<file path="src/mosc_pkg.sv">
// Constants and types for the main oscillator startup and frequency counter
//
// Functional notes
// Three clocks are offered: permanent slow clock, main oscillator clock, PLL clock.
// After reset the oscillator is off and the slow clock is selected.
// Software switches the oscillator on or off through the enable bit.
// Clearing the enable bit clears the stable flag at once.
// Software loads a startup count covering the crystal startup time.
// Enable write with count clears stable and counts down on slow clock over 8.
// The startup count is 8 bits, so startup is at most about 62 ms.
// Count reaching zero sets the stable flag, which can raise an interrupt.
// Once stable, counting of main clocks starts after next slow rising edge.
// At the 16th slow falling edge counting stops and ready is set.
// The frequency value is main clock cycles in 16 slow clock periods.
// Disabling abandons a countdown; stable stays low until a full new countdown.
package mosc_pkg;
   // ------------------------------------------------------------------
   // Register map (byte addresses)
   // ------------------------------------------------------------------
   localparam int ADDR_W = 8;
   localparam logic [ADDR_W-1:0] OFS_OSC_CTRL = 8'h00;
   localparam logic [ADDR_W-1:0] OFS_MAIN_FREQ = 8'h04;
   localparam logic [ADDR_W-1:0] OFS_PWR_STATUS = 8'h08;
   localparam logic [ADDR_W-1:0] OFS_IRQ_STATUS = 8'h0C;
   localparam logic [ADDR_W-1:0] OFS_IRQ_CLEAR = 8'h10;
   localparam logic [ADDR_W-1:0] OFS_IRQ_MASK = 8'h14;
   // ------------------------------------------------------------------
   // Field positions
   // ------------------------------------------------------------------
   localparam int CTRL_EN_BIT = 0;
   localparam int CTRL_CNT_LSB = 8;
   localparam int CTRL_SEL_LSB = 16;
   localparam int FREQ_RDY_BIT = 16;
   localparam int EV_STABLE_BIT = 0;
   localparam int EV_FRDY_BIT = 1;
   localparam int EV_W = 2;
   // ------------------------------------------------------------------
   // Timing
   // ------------------------------------------------------------------
   localparam int CLK_PERIOD_NS = 100;
   localparam int STARTUP_CNT_W = 8;
   localparam int STARTUP_MAX_MS = 62;
   localparam int SLOW_DIV = 8;
   localparam int MEAS_FALL_EDGES = 16;
   localparam int FREQ_CNT_W = 16;
   // ------------------------------------------------------------------
   // Types
   // ------------------------------------------------------------------
   typedef enum logic [1:0] {SEL_SLOW, SEL_MAIN, SEL_PLL} mosc_clksel_e;
   typedef enum logic [1:0] {SU_OFF, SU_COUNT, SU_STABLE} mosc_su_e;
   typedef enum logic [1:0] {FC_IDLE, FC_WAIT, FC_RUN, FC_DONE} mosc_fc_e;
endpackage : mosc_pkg

</file>
<file path="src/mosc_fc_if.sv">
// Link between the control logic and the frequency counter
`timescale 1ns/100ps
interface mosc_fc_if #(parameter int FREQ_W = 16);
   logic stable;
   logic slow_rise;
   logic slow_fall;
   logic main_rise;
   logic [FREQ_W-1:0] count;
   logic ready;
   modport ctl (output stable, output slow_rise, output slow_fall, output main_rise,
                input count, input ready);
   modport cnt (input stable, input slow_rise, input slow_fall, input main_rise,
                output count, output ready);
endinterface : mosc_fc_if

</file>
<file path="src/mosc_ctrl.sv">
// Main oscillator control: AHB-Lite registers, startup countdown, interrupt
//
// The placing of the registers and register access over AHB-Lite are this design's own decisions.
`timescale 1ns/100ps
module mosc_ctrl #(
   parameter int CNT_W = 8,  // Startup count width
   parameter int FREQ_W = 16 // Frequency count width
) (
   input wire logic hclk,                  // System clock, 10 MHz
   input wire logic hresetn,               // Async reset, active low
   input wire logic hsel,                  // Slave select
   input wire logic [31:0] haddr,          // Byte address
   input wire logic [1:0] htrans,          // Transfer type
   input wire logic hwrite,                // Write when high
   input wire logic [2:0] hsize,           // Transfer size, word only
   input wire logic [31:0] hwdata,         // Write data
   input wire logic hready,                // Bus ready
   output logic hreadyout,                 // Slave ready
   output logic hresp,                     // Always OKAY
   output logic [31:0] hrdata,             // Read data
   input wire logic slow_clock,            // Permanent slow clock, sampled
   input wire logic main_clock,            // Main oscillator output, sampled
   input wire logic pll_clock,             // PLL output, sampled
   output logic osc_enable,                // Oscillator power enable
   output logic main_clock_valid,          // Oscillator stable
   output logic master_clock,              // Selected clock
   output mosc_pkg::mosc_clksel_e clk_sel, // Current selection
   output logic irq                        // Level interrupt, active high
);
   import mosc_pkg::*;

   typedef struct packed {
      logic ctrl_en;
      logic [CNT_W-1:0] start_cnt;
      mosc_clksel_e sel;
      logic [EV_W-1:0] mask;
      logic [EV_W-1:0] events;
      mosc_su_e su;
      logic [CNT_W-1:0] su_cnt;
      logic [$clog2(SLOW_DIV)-1:0] div;
      logic slow_prev;
      logic main_prev;
      logic frdy_prev;
      logic ahb_wr;
      logic rd_wait;
      logic [ADDR_W-1:0] ahb_addr;
      logic [31:0] rdata;
      logic mck;
      logic irq;
   } mosc_ctrl_s;

   mosc_ctrl_s q;
   mosc_ctrl_s d;

   mosc_fc_if #(.FREQ_W(FREQ_W)) fc ();

   logic slow_rise;
   logic slow_fall;
   logic main_rise;
   logic div_tick;
   logic accept;
   logic wr_ctrl;
   logic wr_clear;
   logic wr_mask;
   logic [CNT_W-1:0] wr_cnt;
   logic [EV_W-1:0] ev_set;
   logic [31:0] rd_mux;

   // ------------------------------------------------------------------
   // Edge detection
   // ------------------------------------------------------------------
   // Inputs are taken as synchronous; a main clock above half the bus
   // clock cannot be resolved and the measurement then reads low.
   assign slow_rise = slow_clock & ~q.slow_prev;
   assign slow_fall = ~slow_clock & q.slow_prev;
   assign main_rise = main_clock & ~q.main_prev;
   assign div_tick = slow_rise && (q.div == $bits(q.div)'(SLOW_DIV - 1));

   // ------------------------------------------------------------------
   // Bus decode
   // ------------------------------------------------------------------
   assign accept = hsel && htrans[1] && hready;
   assign wr_ctrl = q.ahb_wr && (q.ahb_addr == OFS_OSC_CTRL);
   assign wr_clear = q.ahb_wr && (q.ahb_addr == OFS_IRQ_CLEAR);
   assign wr_mask = q.ahb_wr && (q.ahb_addr == OFS_IRQ_MASK);
   assign wr_cnt = hwdata[CTRL_CNT_LSB +: CNT_W];

   always_comb begin
      rd_mux = 32'h0000_0000;
      unique case (q.ahb_addr)
         OFS_OSC_CTRL: begin
            rd_mux[CTRL_EN_BIT] = q.ctrl_en;
            rd_mux[CTRL_CNT_LSB +: CNT_W] = q.start_cnt;
            rd_mux[CTRL_SEL_LSB +: 2] = q.sel;
         end
         OFS_MAIN_FREQ: begin
            rd_mux[FREQ_W-1:0] = fc.count;
            rd_mux[FREQ_RDY_BIT] = fc.ready;
         end
         OFS_PWR_STATUS: begin
            rd_mux[EV_STABLE_BIT] = (q.su == SU_STABLE);
            rd_mux[EV_FRDY_BIT] = fc.ready;
         end
         OFS_IRQ_STATUS: rd_mux[EV_W-1:0] = q.events;
         OFS_IRQ_MASK: rd_mux[EV_W-1:0] = q.mask;
         default: rd_mux = 32'h0000_0000;
      endcase
   end

   // ------------------------------------------------------------------
   // Next state
   // ------------------------------------------------------------------
   always_comb begin
      d = q;
      ev_set = '0;
      d.slow_prev = slow_clock;
      d.main_prev = main_clock;
      d.frdy_prev = fc.ready;

      // Bus phases: writes take no wait, reads one wait for registered data
      d.ahb_wr = accept && hwrite;
      d.rd_wait = accept && !hwrite;
      if (accept) begin
         d.ahb_addr = {haddr[ADDR_W-1:2], 2'b00};
      end
      if (q.rd_wait) begin
         d.rdata = rd_mux;
      end

      // Startup countdown on the divided slow clock
      if (slow_rise) begin
         d.div = q.div + 1'b1;
      end
      unique case (q.su)
         SU_OFF: d.su = SU_OFF;
         SU_COUNT: begin
            if (q.su_cnt == '0) begin
               d.su = SU_STABLE;
            end else if (div_tick) begin
               d.su_cnt = q.su_cnt - 1'b1;
            end
         end
         SU_STABLE: d.su = SU_STABLE;
      endcase

      // A control write overrides the countdown in the same cycle
      if (wr_ctrl) begin
         d.ctrl_en = hwdata[CTRL_EN_BIT];
         d.start_cnt = wr_cnt;
         unique case (hwdata[CTRL_SEL_LSB +: 2])
            2'h1: d.sel = SEL_MAIN;
            2'h2: d.sel = SEL_PLL;
            default: d.sel = SEL_SLOW;
         endcase
         if (hwdata[CTRL_EN_BIT]) begin
            d.su = SU_COUNT;
            d.su_cnt = wr_cnt;
            d.div = '0;
         end else begin
            d.su = SU_OFF;
            d.su_cnt = '0;
         end
      end
      if (wr_mask) begin
         d.mask = hwdata[EV_W-1:0];
      end

      // Sticky events; a new event wins over a clear in the same cycle
      ev_set[EV_STABLE_BIT] = (q.su != SU_STABLE) && (d.su == SU_STABLE);
      ev_set[EV_FRDY_BIT] = fc.ready && !q.frdy_prev;
      d.events = q.events;
      if (wr_clear) begin
         d.events = q.events & ~hwdata[EV_W-1:0];
      end
      d.events = d.events | ev_set;
      d.irq = |(d.events & d.mask);

      // Registered clock selection; main clock only once stable
      unique case (q.sel)
         SEL_SLOW: d.mck = slow_clock;
         SEL_MAIN: d.mck = main_clock && (q.su == SU_STABLE);
         SEL_PLL: d.mck = pll_clock;
         default: d.mck = slow_clock;
      endcase
   end

   always_ff @(posedge hclk or negedge hresetn) begin
      if (!hresetn) q <= '0;
      else q <= d;
   end

   // ------------------------------------------------------------------
   // Frequency counter
   // ------------------------------------------------------------------
   assign fc.stable = (q.su == SU_STABLE);
   assign fc.slow_rise = slow_rise;
   assign fc.slow_fall = slow_fall;
   assign fc.main_rise = main_rise;

   mosc_freq_cnt #(.FREQ_W(FREQ_W)) u_freq_cnt (
      .hclk(hclk),
      .hresetn(hresetn),
      .fc(fc.cnt)
   );

   // ------------------------------------------------------------------
   // Outputs
   // ------------------------------------------------------------------
   assign hreadyout = ~q.rd_wait;
   assign hresp = 1'b0;
   assign hrdata = q.rdata;
   assign osc_enable = q.ctrl_en;
   assign main_clock_valid = (q.su == SU_STABLE);
   assign master_clock = q.mck;
   assign clk_sel = q.sel;
   assign irq = q.irq;

   // ------------------------------------------------------------------
   // Checks
   // ------------------------------------------------------------------
   a_disable_drops_stable: assert property (@(posedge hclk) disable iff (!hresetn)
      (wr_ctrl && !hwdata[CTRL_EN_BIT]) |=> (!main_clock_valid && !osc_enable))
      else $error("stable survived disable");
   a_enable_restarts: assert property (@(posedge hclk) disable iff (!hresetn)
      (wr_ctrl && hwdata[CTRL_EN_BIT]) |=> (!main_clock_valid && q.su_cnt == $past(wr_cnt)))
      else $error("enable write did not restart countdown");
   a_tick_decrements: assert property (@(posedge hclk) disable iff (!hresetn)
      (q.su == SU_COUNT && div_tick && q.su_cnt != '0 && !wr_ctrl)
      |=> (q.su_cnt == $past(q.su_cnt) - 1'b1)) else $error("countdown step wrong");
   a_hold_between_ticks: assert property (@(posedge hclk) disable iff (!hresetn)
      (q.su == SU_COUNT && !div_tick && !wr_ctrl) |=> $stable(q.su_cnt))
      else $error("countdown moved without tick");
   a_zero_sets_stable: assert property (@(posedge hclk) disable iff (!hresetn)
      (q.su == SU_COUNT && q.su_cnt == '0 && !wr_ctrl)
      |=> (main_clock_valid && q.events[EV_STABLE_BIT])) else $error("zero not stable");
   a_off_not_stable: assert property (@(posedge hclk) disable iff (!hresetn)
      !osc_enable |-> !main_clock_valid) else $error("stable while disabled");
   a_irq_level: assert property (@(posedge hclk) disable iff (!hresetn)
      irq == |(q.events & q.mask)) else $error("irq does not follow status");
   a_read_one_wait: assert property (@(posedge hclk) disable iff (!hresetn)
      (accept && !hwrite) |=> !hreadyout ##1 hreadyout) else $error("read wait wrong");
endmodule : mosc_ctrl

</file>
<file path="src/mosc_freq_cnt.sv">
// Main clock frequency counter gated by slow clock edges
`timescale 1ns/100ps
module mosc_freq_cnt #(
   parameter int FREQ_W = 16
) (
   input wire logic hclk,   // System clock
   input wire logic hresetn, // Async reset, active low
   mosc_fc_if.cnt fc        // Edges in, count out
);
   import mosc_pkg::*;

   typedef struct packed {
      mosc_fc_e st;
      logic [4:0] falls;
      logic [FREQ_W-1:0] count;
      logic ready;
   } mosc_fc_s;

   mosc_fc_s q;
   mosc_fc_s d;

   // ------------------------------------------------------------------
   // Measurement sequence
   // ------------------------------------------------------------------
   always_comb begin
      d = q;
      if (!fc.stable) begin
         // Losing the oscillator invalidates any result
         d = '0;
      end else begin
         unique case (q.st)
            FC_IDLE: d.st = FC_WAIT;
            FC_WAIT: if (fc.slow_rise) d.st = FC_RUN;
            FC_RUN: begin
               // Saturates rather than wraps on a too fast main clock
               if (fc.main_rise && q.count != {FREQ_W{1'b1}}) begin
                  d.count = q.count + 1'b1;
               end
               if (fc.slow_fall) begin
                  d.falls = q.falls + 5'h01;
                  if (q.falls == 5'(MEAS_FALL_EDGES - 1)) begin
                     d.st = FC_DONE;
                     d.ready = 1'b1;
                  end
               end
            end
            FC_DONE: d.st = FC_DONE;
         endcase
      end
   end

   always_ff @(posedge hclk or negedge hresetn) begin
      if (!hresetn) q <= '0;
      else q <= d;
   end

   assign fc.count = q.count;
   assign fc.ready = q.ready;

   // ------------------------------------------------------------------
   // Checks
   // ------------------------------------------------------------------
   a_ready_needs_stable: assert property (@(posedge hclk) disable iff (!hresetn)
      !fc.stable |=> !fc.ready) else $error("ready without stable oscillator");
   a_ready_on_last_fall: assert property (@(posedge hclk) disable iff (!hresetn)
      (q.st == FC_RUN && fc.slow_fall && q.falls == 5'hF && fc.stable)
      |=> (fc.ready || !fc.stable)) else $error("ready not set at last fall");
   a_count_frozen: assert property (@(posedge hclk) disable iff (!hresetn)
      (fc.ready && fc.stable) |=> (!fc.stable || $stable(fc.count)))
      else $error("count moved after ready");
   a_no_count_early: assert property (@(posedge hclk) disable iff (!hresetn)
      (q.st == FC_IDLE || q.st == FC_WAIT) |-> (q.count == '0))
      else $error("count before slow rise");
   a_count_step: assert property (@(posedge hclk) disable iff (!hresetn)
      (q.st == FC_RUN && fc.stable && fc.main_rise && q.count == '0)
      |=> (!fc.stable || q.count == FREQ_W'(1))) else $error("main edge not counted");
endmodule : mosc_freq_cnt

</file>
<file path="config.mk">
export PLATFORM = sky130hd
export DESIGN_NAME = mosc_ctrl
export DESIGN_NICKNAME = d
export VERILOG_FILES = /design/src/mosc_pkg.sv /design/src/mosc_fc_if.sv /design/src/mosc_ctrl.sv /design/src/mosc_freq_cnt.sv
export SDC_FILE = /design/constraint.sdc
export NUM_CORES = 1
export LEC_CHECK = 0
export BUFFER_PORTS_ARGS = -buffer_cell sky130_fd_sc_hd__buf_2
export CAP_MARGIN = 20
export CORE_MARGIN = 2
export CORE_UTILIZATION = 35
export CTS_BUF_LIST = sky130_fd_sc_hd__clkbuf_2 sky130_fd_sc_hd__clkbuf_4 sky130_fd_sc_hd__clkbuf_8
export DETAILED_ROUTE_END_ITERATION = 16
export SYNTH_ARGS = -nofsm -noshare
export SYNTH_HDL_FRONTEND = slang
export SYNTH_SLANG_ARGS = --single-unit
</file>
<file path="constraint.sdc">
create_clock -name hclk -period 5.3 [get_ports hclk]
set_input_delay 0 -clock hclk [delete_from_list [all_inputs] [get_ports hclk]]
set_output_delay 0 -clock hclk [all_outputs]
set_load 0.01 [all_outputs]
</file>
==> flow_summary.ini, run 1 <==
[place]
dp_hpwl_um = 6100
dp_slack_ns = 2.88
gp_congestion = 0.835
io_buffer_count = 51
placed_area_um2 = 4410
dp.cells = 588

[cells_and_area]
fill_cells = 1198
areaGrowthSynthToFinish_pct = 15.9
stdcell_area_um2 = 4920
multiInputGateArea_um2 = 1810
nets = 564
seq_area_um2 = 2080
drive_gt1_share_pct = 20.6
stdcell_count = 628
antennaDiodeCount = 0

[setup_path]
r2r_cells = 6
cp_slowest_cell = dlygate4sd3_1
crit_type = reg2reg
crit_end = clk_sel[0]$_DFFE_PN0P_
cp.arrival_ns = 2.58
rrSetupSlack_ns = 2.99
critical_path_depth = 6
cp-end-kind = flop
reg2reg_from = q[36]$_DFFE_PN0P_
r2r-end = clk_sel[0]$_DFFE_PN0P_
path_max_fanout = 20
crit_start = q[36]$_DFFE_PN0P_
cp-start-kind = flop
crit_family = simple AND/OR/NAND/NOR gates
cp_cell_sequence = nor3_1 > and3_1 > buf_8 > nand3b_1 > dlygate4sd3_1 > o21ai_0
crit_buf_inv = 2
critPathRequiredTime_ns = 5.57
slowest_delay_ns = 0.55

[floorplan]
die_h_um = 114
die_area_um2 = 13000
initial_core_util_pct = 35.7
rows = 40
io_pins = 117
core_um2 = 11900
die_width_um = 114

[power]
ir_drop_uv = 135
p_total_mw = 1.52
p_leak_nw = 2.16
power_density_nw_per_um2 = 309

[drt]
drtIter0Drc = 116
vias = 3162
wire_per_inst_um = 14.0
ant_nets = 0
route.detailed.drc = 0
vias_per_cell = 5.04
drt-pass1-iter-count = 4
routed_wirelength_um = 8820

[timing]
setup_viol = 0
finalMaxSlewViolations = 0
maxClockFrequency_mhz = 432
hold_viol = 0
tightest_slew_ns = 0.800
relSlewSlack_pct = 46.7
setup_tns_ns = 0
rsz0062_at_grt = no
period_share_pct = 43.6
post-route-min-period_ns = 2.31
final.setup.worst_slack_ns = 2.99
skew_ns = 0.0103

[cts]
clk_latency_ns = 0.35
clock_sinks = 83
htree_levels = 3
clk_pin_slew_ns = 0.09
cts_tree = done
cts_buffer_depth = 2
post-cts-setup-buffers = 0
cts_buffers = 9
clock-root-buffer = clkbuf_8

[synth]
synth.area.top_cells = dfrtp_1 (49%), buf_4 (6.2%), nand2_1 (4.0%), nor2_1 (3.4%), nand3_1 (3.1%)
yosys_warnings = 0
ys_ff_latch = 83
avgSynthCellArea_um2 = 9.97
ys_seq_area_share_pct = 48.9
netlist_instances = 426
synth.largest_area_cell = dfrtp_1
synthFlopType = dfrtp_1
synth_edf_count = 0
async_flop_share_pct = 100
yosysUniqueCellTypes = 61
syn_area_um2 = 4250
netlist.area_leader.share_pct = 48.9

[grt]
antenna_found_initial = 0
grt_overflow_total = 0
grt_pass1_wl_um = 15000
first_global_vias = 3096
grt.total_usage_pct = 14.6
grt_max_degree = 84

[status]
status = finished, final reports clean

[hold_path]
hold_class = in2reg

[run]
drv_cap = 0
==> flip-flops by register name, summed over array words and instances, names as in the netlist <==
| register | flops |
|---|---|
| u_freq_cnt.q | 7 |
| clk_sel | 2 |
| hrdata | 18 |
| q | 36 |
| u_freq_cnt.fc.count | 16 |
| osc_enable | 1 |
| master_clock | 1 |
| u_freq_cnt.fc.ready | 1 |
| irq | 1 |
==> worst min-delay path: cells and delay by family <==
family / cells / cell delay, ns
buffers and inverters: 1 / 0.10
muxes: 1 / 0.14
AOI/OAI and AO/OA: 1 / 0.11
==> final cells by class <==
class | instances | share of cell area (%)
flip-flops and latches | 83 | 42.2
multi-input cells | 285 | 36.8
repair buffers | 76 | 10.8
well taps | 147 | 3.74
clock buffers | 10 | 2.67
clock inverters | 5 | 2.08
inverters | 22 | 1.68
==> per-stage QoR <==
| stage | hold slack [ns] | utilization, % |
|---|---|---|
| final | 0.0383 | 41.3 |
| after global routing | 0.0286 | 41.3 |
| after global placement | 0.163 | 37.1 |
| after detailed placement | 0.174 | 37.1 |
| after floorplan | -0.296 | - |
| after CTS | 0.0228 | 40.9 |
==> synth_stat cells, types with 2 or more instances <==
cell       number
nand3_1        26
dfrtp_1        83
or3_2           4
o21ai_0        21
and2_1          2
nand2_1        45
or4_1           2
nor2_1         39
o21ai_1         2
a311oi_1        2
buf_4          35
nor3_2          3
xor2_1          5
clkbuf_1       12
mux2_2         11
nor2b_1         2
a22o_1          3
nor4_1          3
a21oi_1        16
ha_1           10
nand4_1         4
nand3b_1        2
o31ai_1         3
o31a_2          2
and3_1          5
nor3_1          2
and4_1          2
nor3b_1         2
and3b_1         2
inv_1          22
nand2b_1        2
a221oi_1        9
mux2i_1         4
o2bb2ai_1       2
xnor2_1        11
==> logic make-up (layout without fill, tap and decap cells) <==
| kind of cell | Yosys count | in the layout | synth area share, % |
|---|---|---|---|
| mux | 16 | 16 | 4.39 |
| buf+inv | 72 | 113 | 9.66 |
| fa+ha+maj | 10 | 10 | 2.95 |
| simple gates | 160 | 160 | 19.9 |
| xor+xnor | 16 | 16 | 3.30 |
| compound gates | 68 | 68 | 10.8 |
| other cells | 1 | 15 | 0.0883 |
| flops | 83 | 83 | 48.9 |
==> placed cells by master (no fill, tap or decap), types with 3 or more instances in the layout <==
cell,count
dfrtp_1,83
buf_2,50
nand2_1,45
nor2_1,39
nand3_1,26
inv_1,22
dlygate4sd3_1,22
o21ai_0,21
a21oi_1,16
conb_1,15
xnor2_1,11
mux2_2,11
ha_1,10
a221oi_1,9
clkbuf_8,9
and3_1,5
xor2_1,5
mux2i_1,4
nand4_1,4
or3_2,4
nor3_2,3
o31ai_1,3
a22o_1,3
nor4_1,3
bufinv_16,3
==> per-layer routing <==
| metal | global-route usage, % | up-vias | share of wire, % | wire (um) |
|---|---|---|---|---|
| li1 | - | 1529 | - | - |
| met5 | 0 | - | 0 | 0 |
| met3 | 3.92 | 8 | 4.9 | 431 |
| met4 | 3.82 | 0 | 1.2 | 104 |
| met1 | 19.4 | 1549 | 47 | 4150 |
| met2 | 23.6 | 76 | 47 | 4140 |
==> timing repair <==
action | in CTS | in global routing
hold buffers | 22 | 0
gates resized for setup | 0 | 0
endpoints found under the hold margin | 114 | 0
==> power breakdown <==
| part | total, mW | internal [mW] | switching [mW] |
|---|---|---|---|
| Combinational | 0.219 | 0.105 | 0.114 |
| Clock | 0.540 | 0.315 | 0.225 |
| Sequential | 0.761 | 0.703 | 0.0572 |
| Total | 1.52 | 1.12 | 0.396 |
==> worst min path at each step <==
stage,cells after the start,slack (ns),to,start
2_1_floorplan,0,-0.30,clk_sel[0]$_DFFE_PN0P_,hresetn
4_1_cts,3,0.02,master_clock$_DFF_PN0_,pll_clock
3_3_place_gp,1,0.16,q[45]$_DFF_PN0_,main_clock
5_1_grt,3,0.03,q[56]$_DFFE_PN0P_,hwdata[0]
3_5_place_dp,1,0.17,q[45]$_DFF_PN0_,main_clock
6_report,3,0.04,master_clock$_DFF_PN0_,pll_clock
Note: power is estimated with default switching activity, not from simulation.
==> run 2, diff against run 1 <==
clock period = 2.3 ns   (was 5.3 ns; I/O delays follow)
==> flow_summary.ini, run 2 (synthesis results as in run 1) <==
[status]
status = finished, final reports clean

[drt]
vias = 3178
wire_per_inst_um = 14.3
drtIter0Drc = 156
ant_nets = 0
drt-pass1-iter-count = 4
route.detailed.drc = 0
vias_per_cell = 5.01
routed_wirelength_um = 9070

[timing]
hold_viol = 0
relSlewSlack_pct = 53.5
setup_tns_ns = 0
skew_ns = 0.0124
period_share_pct = 85.5
finalMaxSlewViolations = 0
maxClockFrequency_mhz = 508
setup_viol = 0
rsz0062_at_grt = no
post-route-min-period_ns = 1.97
tightest_slew_ns = 0.697

[power]
p_total_mw = 3.54
power_density_nw_per_um2 = 714
pwr-share-seq_pct = 49.3
combPwrFrac_pct = 14.3
ir_drop_uv = 263
swShare_pct = 25.5
clockPowerShare_pct = 36.4
p_leak_nw = 2.20
intPower_mw = 2.64
p_sw_mw = 0.905

[floorplan]
initial_core_util_pct = 35.7
rows = 40
die_h_um = 114
die_area_um2 = 13000
core_um2 = 11900
io_pins = 117
die_width_um = 114

[cells_and_area]
nets = 570
regMostFlops = q
final_common_cell = dfrtp_1
antennaDiodeCount = 0
largest_reg_flops = 36
final_cell_mix = dfrtp_1 (83), buf_2 (50), nand2_1 (45), nor2_1 (39), nand3_1 (26)
drive_gt1_share_pct = 21.6
areaGrowthSynthToFinish_pct = 16.8

[grt]
grt_max_degree = 84
grt_pass1_wl_um = 15100
grt.total_usage_pct = 14.8
grt_overflow_total = 0
antenna_found_initial = 0
first_global_vias = 3035

[cts]
clock-root-buffer = clkbuf_8
cts_tree = done
clk_pin_slew_ns = 0.08
cts_buffers = 9
clk_latency_ns = 0.35
htree_levels = 3
cts_buffer_depth = 2
clock_sinks = 83

[setup_path]
cp-end-kind = flop
reg2reg_from = q[37]$_DFFE_PN0P_
crit_start = q[37]$_DFFE_PN0P_
cp.arrival_ns = 2.24
path_max_fanout = 10
critPathRequiredTime_ns = 2.58
cp-start-kind = flop
crit_type = reg2reg

[place]
io_buffer_count = 51
dp_hpwl_um = 6380
gp_congestion = 0.820

[hold_path]
hold_class = in2reg
hold_start = pll_clock

[run]
drv_cap = 0
## run 2: cell type report
class	count	area [um2]
Clock buffer	11	151
Timing Repair Buffer	82	558
Sequential cell	83	2080
Tap cell	147	184
Clock inverter	4	97.6
Inverter	22	82.6
Fill cell	1188	6950
Multi-Input combinational cell	285	1810
## run 2: routing by layer
metal  vias to the layer above  global-route usage, %  wire length, um
met3                        13                   2.75              359
met4                         0                   5.45              133
met1                      1554                   20.2             4360
met2                        71                   23.6             4220
met5                         -                      0                0
li1                       1540                      -                -
## run 2: worst paths after layout
check | endpoint | slack, ns | cells past startpoint
min in group asynchronous | irq$_DFF_PN0_ | 0.20 | 3
worst min register to register | q[71]$_DFFE_PN0P_ | 0.49 | 2
worst min-delay path | master_clock$_DFF_PN0_ | 0.02 | 3
max in group asynchronous | u_freq_cnt.fc.count[3]$_DFFE_PN0P_ | 1.75 | 3
worst max register to register | clk_sel[0]$_DFFE_PN0P_ | 0.33 | 6
worst max-delay path | clk_sel[0]$_DFFE_PN0P_ | 0.33 | 6
## run 2: worst max-delay path: stages, from the launching register on
cell	delay (ns)
dfrtp_1	0.45
nor3_1	0.30
and3_1	0.25
buf_4	0.18
nand3b_1	0.08
dlygate4sd3_1	0.56
o21ai_0	0.07
## run 2: power by group through the flow
stage / clock network (mW) / logic [mW] / registers (mW)
after floorplan: 0 / 0.386 / 1.74
after global routing: 1.40 / 0.579 / 1.77
final: 1.29 / 0.508 / 1.75
after global placement: 0 / 0.468 / 1.77
after CTS: 1.32 / 0.514 / 1.75
after detailed placement: 0 / 0.484 / 1.78
## run 2: timing repair
item	in CTS	in global routing
buffers inserted	0	0
hold endpoints to repair	114	0
resized for setup	0	0
hold buffers	22	0
## run 2: metrics by stage
stage / hold slack, ns / std cells / setup WS (ns) / util, % / area (um2)
floorplan: -0.296 / 440 / 0.544 / - / 4300
global placement: 0.0653 / 597 / 0.351 / 37.7 / 4490
detailed placement: 0.0639 / 597 / 0.329 / 37.7 / 4490
CTS: 0.000754 / 634 / 0.317 / 41.7 / 4960
global route: 0.0209 / 634 / 0.0301 / 41.7 / 4960
finish: 0.0210 / 634 / 0.333 / 41.7 / 4960
